**src/core/usb2_tuning_pkg.sv**
```systemverilog
// Purpose: constants for the usb2 high-speed rx/tx tuning registers
// Assumes: 8-bit registers at byte offsets, one clock domain
// Notes: code 000 of the squelch field has no threshold and maps to 0 mV
package usb2_tuning_pkg;
    localparam logic [7:0] RX_TUNING_ADDR = 8'h06;
    localparam logic [7:0] TX_EMPHASIS_ADDR = 8'h07;
    localparam logic [7:0] RX_TUNING_RESET = 8'h50;
    localparam logic [7:0] TX_EMPHASIS_RESET = 8'h00;
    // only these bits are storable; the rest are read_as_zero
    localparam logic [7:0] RX_WRITE_MASK = 8'h77;
    localparam logic [7:0] TX_WRITE_MASK = 8'h37;
    localparam int SQ_LSB = 4;
    localparam int SQ_MSB = 6;
    localparam int EQ_LSB = 0;
    localparam int EQ_MSB = 2;
    localparam int DUR_LSB = 4;
    localparam int DUR_MSB = 5;
    localparam int LVL_LSB = 0;
    localparam int LVL_MSB = 2;
    localparam logic [7:0] SQ_HYST_MV = 8'h0A;
    localparam logic [2:0] EQ_MAX_CODE = 3'h4;
    localparam logic [2:0] LVL_MAX_CODE = 3'h6;
    localparam logic [7:0] ZERO_BYTE = 8'h00;
    localparam logic [2:0] ZERO_CODE = 3'h0;

    typedef enum logic [1:0] {
        DUR_NONE = 2'h0,
        DUR_HALF_UI = 2'h1,
        DUR_08_UI = 2'h2,
        DUR_RESERVED = 2'h3
    } dur_code_t;

    function automatic logic [7:0] squelch_mv(input logic [2:0] code);
        logic [7:0] mv;
        mv = 8'h00;
        case (code)
            3'h1: mv = 8'h41;
            3'h2: mv = 8'h55;
            3'h3: mv = 8'h5F;
            3'h4: mv = 8'h6E;
            3'h5: mv = 8'h7D;
            3'h6: mv = 8'h8C;
            3'h7: mv = 8'h9B;
            default: mv = 8'h00;
        endcase
        return mv;
    endfunction
endpackage

```
**src/core/usb2_hs_rx_tx_tuning_regs.sv**
```systemverilog
// Overview of operation
// - squelch code bits 6:4, 65-155 mV, reset 101
// - equalization bits 2:0, 1 dB steps, reset 000
// - de-emphasis duration bits 5:4: none, 0.5, 0.8
// - de-emphasis level bits 2:0, 0 to 6 dB
// - repeated bits are sent at reduced amplitude
// - alternating bits are sent at full swing
// - rx settings act only in high speed
// - squelch falls 10 mV below its rising trip
//
// Purpose: rx squelch/equalization and tx de-emphasis tuning registers
// Assumes: register strobes come from the i2c target on mclk_i; hs_mode_i on same clock
// Notes: analogue settings leave as codes and millivolt figures for the drivers
`timescale 1ns/1ps
module usb2_hs_rx_tx_tuning_regs
    import usb2_tuning_pkg::*;
(
    input wire logic mclk_i,
    input wire logic rst_i,
    input wire logic ce_i,
    input wire logic [7:0] reg_addr_i,
    input wire logic [7:0] reg_wdata_i,
    input wire logic reg_wr_i,
    input wire logic reg_rd_i,
    output logic [7:0] reg_rdata_o,
    input wire logic hs_mode_i,
    input wire logic tx_bit_i,
    input wire logic tx_bit_valid_i,
    output logic [7:0] sq_rise_mv_o,
    output logic [7:0] sq_fall_mv_o,
    output logic [2:0] eq_gain_o,
    output logic [1:0] deemph_dur_o,
    output logic [2:0] deemph_db_o,
    output logic tx_deemph_o
);
    logic [7:0] rx_tuning;
    logic [7:0] tx_emphasis;
    logic prev_bit;
    logic have_prev;

    wire rx_sel = (reg_addr_i == RX_TUNING_ADDR);
    wire tx_sel = (reg_addr_i == TX_EMPHASIS_ADDR);
    wire wr_rx = ce_i && reg_wr_i && rx_sel;
    wire wr_tx = ce_i && reg_wr_i && tx_sel;
    wire [7:0] next_rx = reg_wdata_i & RX_WRITE_MASK;
    wire [7:0] next_tx = reg_wdata_i & TX_WRITE_MASK;
    wire [7:0] next_rdata = rx_sel ? rx_tuning : (tx_sel ? tx_emphasis : ZERO_BYTE);

    wire [2:0] sq_code = rx_tuning[SQ_MSB:SQ_LSB];
    wire [2:0] eq_code = rx_tuning[EQ_MSB:EQ_LSB];
    wire [1:0] dur_code = tx_emphasis[DUR_MSB:DUR_LSB];
    wire [2:0] lvl_code = tx_emphasis[LVL_MSB:LVL_LSB];
    wire [7:0] sq_rise = squelch_mv(sq_code);
    // a reserved code yields no trip level, so no hysteresis offset either
    wire [7:0] sq_fall = (sq_rise > SQ_HYST_MV) ? sq_rise - SQ_HYST_MV : ZERO_BYTE;
    // reserved duration and level codes disable reduction rather than guess
    wire dur_valid = (dur_code == DUR_HALF_UI) || (dur_code == DUR_08_UI);
    wire lvl_valid = (lvl_code != ZERO_CODE) && (lvl_code <= LVL_MAX_CODE);
    wire deemph_on = hs_mode_i && dur_valid && lvl_valid;
    wire repeat_bit = have_prev && (tx_bit_i == prev_bit);
    wire next_deemph = deemph_on && repeat_bit;

    always_ff @(posedge mclk_i or posedge rst_i) begin
        if (rst_i) begin
            rx_tuning <= RX_TUNING_RESET;
        end else if (wr_rx) begin
            rx_tuning <= next_rx;
        end
    end

    always_ff @(posedge mclk_i or posedge rst_i) begin
        if (rst_i) begin
            tx_emphasis <= TX_EMPHASIS_RESET;
        end else if (wr_tx) begin
            tx_emphasis <= next_tx;
        end
    end

    always_ff @(posedge mclk_i or posedge rst_i) begin
        if (rst_i) begin
            reg_rdata_o <= ZERO_BYTE;
        end else if (ce_i && reg_rd_i) begin
            reg_rdata_o <= next_rdata;
        end
    end

    // rx settings are forced to neutral outside high speed
    always_ff @(posedge mclk_i or posedge rst_i) begin
        if (rst_i) begin
            sq_rise_mv_o <= ZERO_BYTE;
            sq_fall_mv_o <= ZERO_BYTE;
            eq_gain_o <= ZERO_CODE;
        end else if (ce_i) begin
            sq_rise_mv_o <= hs_mode_i ? sq_rise : ZERO_BYTE;
            sq_fall_mv_o <= hs_mode_i ? sq_fall : ZERO_BYTE;
            eq_gain_o <= hs_mode_i ? eq_code : ZERO_CODE;
        end
    end

    // history restarts when high speed drops so a new packet starts at full swing
    always_ff @(posedge mclk_i or posedge rst_i) begin
        if (rst_i) begin
            prev_bit <= 1'b0;
            have_prev <= 1'b0;
        end else if (ce_i) begin
            if (!hs_mode_i) begin
                have_prev <= 1'b0;
            end else if (tx_bit_valid_i) begin
                prev_bit <= tx_bit_i;
                have_prev <= 1'b1;
            end
        end
    end

    always_ff @(posedge mclk_i or posedge rst_i) begin
        if (rst_i) begin
            tx_deemph_o <= 1'b0;
            deemph_db_o <= ZERO_CODE;
            deemph_dur_o <= DUR_NONE;
        end else if (ce_i) begin
            deemph_dur_o <= dur_valid ? dur_code : DUR_NONE;
            if (!hs_mode_i) begin
                tx_deemph_o <= 1'b0;
                deemph_db_o <= ZERO_CODE;
            end else if (tx_bit_valid_i) begin
                tx_deemph_o <= next_deemph;
                deemph_db_o <= next_deemph ? lvl_code : ZERO_CODE;
            end
        end
    end

    // top trip level held apart from the lookup so a table slip is caught
    localparam logic [2:0] SQ_TOP_CODE = 3'h7;
    localparam logic [7:0] SQ_TOP_MV = 8'h9B;
endmodule

```
**config.mk**
```make
export PLATFORM = sky130hd
export DESIGN_NAME = usb2_hs_rx_tx_tuning_regs
export DESIGN_NICKNAME = d
export VERILOG_FILES = /design/src/core/usb2_tuning_pkg.sv /design/src/core/usb2_hs_rx_tx_tuning_regs.sv
export SDC_FILE = /design/constraint.sdc
export NUM_CORES = 1
export LEC_CHECK = 0
export BUFFER_PORTS_ARGS = -buffer_cell sky130_fd_sc_hd__buf_2
export CAP_MARGIN = 20
export CORE_MARGIN = 2
export CORE_UTILIZATION = 30
export CTS_CLUSTER_SIZE = 24
export DETAILED_ROUTE_END_ITERATION = 12
export GPL_TIMING_DRIVEN = 0
export SYNTH_ARGS = -nofsm -noshare
export SYNTH_HDL_FRONTEND = slang
export SYNTH_SLANG_ARGS = --single-unit
```
**constraint.sdc**
```tcl
create_clock -name mclk_i -period 2.9 [get_ports mclk_i]
set_input_delay 0.145 -clock mclk_i [delete_from_list [all_inputs] [get_ports mclk_i]]
set_output_delay 0.145 -clock mclk_i [all_outputs]
set_load 0.01 [all_outputs]
```
==> results by group <==
Run status
  • Status: finished, final reports clean

Power
  • Fraction of power spent switching nets: 22.3%
  • PwrDens: 478 nW/um^2
  • Logic gate share of total power: 8.6%
  • NetSw: 0.266 mW
  • Clk pwr share: 37.8%
  • Peak VDD IR: 0.204 mV
  • Internal cell power: 0.927 mW
  • Seq pwr share: 53.5%
  • Pleak: 1.24 nW

Placed design
  • DP Wirelength: 3.26 mm
  • # port buffers: 49
  • RD Place Congestion: 0.724
  • Placed Area: 2380 um^2
  • Pre-CTS setup slack: 1.19 ns

Final layout
  • Layout cells sized above 1: between 30% and 40%
  • Nets: 271
  • Final Cell Area: 2500 um^2
  • Synthesis-to-finish area growth: 24.0%
  • Commonest non-fill, non-tap cell in the layout: buf_2
  • Diodes inserted: 0
  • Most frequent cells in the layout: 51 x buf_2, 42 x dfrtp_1, 24 x inv_1

Clock tree
  • CTS root buf: clkbuf_8
  • Postcts setup bufs: 0
  • Clk_lat worst skew: around 0.29 ns
  • Clock Pin Slew Worst Setup and Hold Paths: 0.08 ns
  • CTS sink count: between 40 and 50
  • CTS tree: done
  • Total CTS buffers: 5
  • H-tree depth: 2
  • Post-CTS sizing: 0
  • Maximum clock path buffer count: 2

GRT
  • Initial antenna violation count: 0
  • Vias in the first global route: ~1500
  • First-pass GRT wire length: 7.57 mm
  • Largest net degree at the start of global routing: 28
  • GRT Util Overall: 13.0%
  • GRT overflow: 0

Synthesis
  • Multiplexer area fraction after synthesis: 11.2%
  • Synthesized area: 2020 um^2
  • Syn Area/Cell: about 11 um^2
  • Largest family of logic cells by synthesized area: compound AO/OA/AOI/OAI gates
  • Most area-hungry cell type in the Yosys netlist: dfrtp_1
  • Compound-gate portion of the synthesized area: 12.5%
  • Simple-gate portion of the synthesized area: a little over a tenth
  • XOR/XNOR Fraction of Synth Area: approximately 1.3%
  • #FFs+latches synth: 44
  • Yosys top cell area share: a little over half
  • Ys Warns: 0
  • Library cells used by synthesis: 35
  • Synth top area cells: dfrtp_1 52%, mux2_2 5.0%, inv_1 4.7%
  • Post-Synth Adder-Cell Area: 1.24%
  • Register area share after synthesis: 54.7%
  • Synth Instances: 186

Floorplanning
  • FP Rows: 29
  • Starting Density: 31.4%
  • Die span in y: approximately 86 um
  • # IOs: 57
  • Core Region: 6420 um^2
  • Die area: 7390 um^2
  • Die span in x: around 86 um

STA
  • Slew headroom: 56.7%
  • Final period util: 58.6%
  • Worst Max-Slew Pin Slew: 0.641 ns
  • Final setup vio count: 0
  • Tmin final: ~1.7 ns
  • Final worst setup slack: about 1.2 ns
  • Final slew viol count: 0
  • Clock skew: around 0.0052 ns
  • Total negative slack: 0 ns
  • RSZ-0062 raised after global routing: no
  • Peak Freq: about 590 MHz
  • Final hold violation count: 0

Setup path
  • CP max stage delay: 0.60 ns
  • Family with the most delay on the worst path: simple AND/OR/NAND/NOR gates
  • Cell breakdown of the critical path: inv_1 > ha_1 > nor4b_1 > a32o_1
  • Worst setup SP type: register
  • Critical path arrival: between 1.5 and 2 ns
  • CP Class: register to register
  • Worst setup EP type: register
  • Worst EP required: roughly 3.1 ns
  • Critical-path top delay cell: nor4b_1
  • Worst-path fanout max: 4
  • Critical path buffers and inverters: 1

Worst hold path
  • Hold crit path type: input port to register

Route
  • WL final: ~4.4 mm
  • Final ANT Viol Nets: 0
  • DR DRC count: 0
  • Via density: between 4 and 5
  • Vias: 1486
  • Iteration count of the initial detailed-routing pass: 4
  • Iteration-0 DRC Markers: 70
  • Per-cell routed wire length: 13.5 um

Job
  • Max cap viols: 0
## synthesized netlist by cell type (all sizes together)
cell     count
o31ai        5
xor2         2
mux2        14
o41ai        1
o211ai       2
a32o         4
and2         2
o2111ai      1
nand2       20
xnor2        1
or2          1
nor4b        1
o32ai        1
nor2b        2
nor4         1
dfrtp       42
o21ai       15
o22ai        6
ha           2
inv         25
a21oi        4
nand3        5
nor3b        1
mux2i        5
conb         1
buf          5
clkbuf      10
or3          4
dfstp        2
nand4bb      1
## per-layer routing
metal  vias to the layer above  GRT usage (%)  share of wire, %
met2                        42           18.5                44
li1                        742              -                 -
met5                         -              0                 0
met3                         4           4.14               5.9
met1                       698           18.9                49
met4                         0           3.90               1.1
## metrics by stage
| stage | hold WS [ns] | total power [mW] | utilization (%) | cells |
|---|---|---|---|---|
| after floorplan | 0.294 | 0.713 | - | 187 |
| after global placement | 0.391 | 0.750 | 36.8 | 313 |
| after detailed placement | 0.158 | 0.755 | 37.1 | 314 |
| after CTS | 0.0884 | 1.21 | 38.9 | 323 |
| after global routing | 0.0848 | 1.25 | 38.9 | 323 |
| final | 0.0938 | 1.19 | 38.9 | 323 |
## timing repair
| action | CTS | global route |
|---|---|---|
| setup endpoints to repair | 0 | 0 |
| hold endpoints to repair | 16 | 0 |
| hold buffers | 1 | 0 |
## final cells by class
type,count,area (um^2)
clock inverters,2,35.0
multi-input cells,103,747
fillers,654,3920
repair buffers,51,275
flip-flops and latches,44,1100
plain buffers,15,75.1
clock buffers,6,72.6
inverters,25,93.8
well taps,77,96.3
## cells by family (layout without fill, tap and decap cells)
kind of cell | after synthesis | after routing
adder cells (fa/ha/maj) | 2 | 2
buffers and inverters | 40 | 99
XOR/XNOR | 3 | 3
other | 1 | 2
AND/OR/NAND/NOR | 38 | 38
AO/OA/AOI/OAI | 39 | 39
flip-flops | 44 | 44
multiplexers | 19 | 19
## power by group through the flow
| stage | Clock, mW | Sequential, mW | Combinational (mW) |
|---|---|---|---|
| after floorplan | 0 | 0.652 | 0.0605 |
| after global placement | 0 | 0.651 | 0.0987 |
| after detailed placement | 0 | 0.651 | 0.103 |
| after CTS | 0.467 | 0.639 | 0.105 |
| after global routing | 0.494 | 0.642 | 0.116 |
| final | 0.451 | 0.639 | 0.103 |
## flip-flops by register name, indices dropped and copies added (netlist names)
signal,cells
deemph_dur_o,2
eq_gain_o,3
deemph_db_o,3
have_prev,1
sq_rise_mv_o,8
sq_fall_mv_o,8
tx_deemph_o,1
rx_tuning,6
reg_rdata_o,6
prev_bit,1
tx_emphasis,5
## path summary, 6_finish.rpt
kind                       depth (start not counted)                           to                        from  slack (ns)
max                                                4   deemph_db_o[1]$_DFFE_PP0P_  tx_emphasis[4]$_DFFE_PP0P_        1.20
min                                                2     rx_tuning[6]$_DFFE_PP1P_              reg_wdata_i[6]        0.09
max reg2reg                                        4   deemph_db_o[1]$_DFFE_PP0P_  tx_emphasis[4]$_DFFE_PP0P_        1.20
min reg2reg                                        2   reg_rdata_o[2]$_DFFE_PP0P_  reg_rdata_o[2]$_DFFE_PP0P_        0.48
max in group asynchronous                          4     rx_tuning[4]$_DFFE_PP1P_                       rst_i        1.98
min in group asynchronous                          3  sq_fall_mv_o[6]$_DFFE_PP0P_                       rst_i        0.38
No activity file was read; power rests on OpenSTA's default activity.
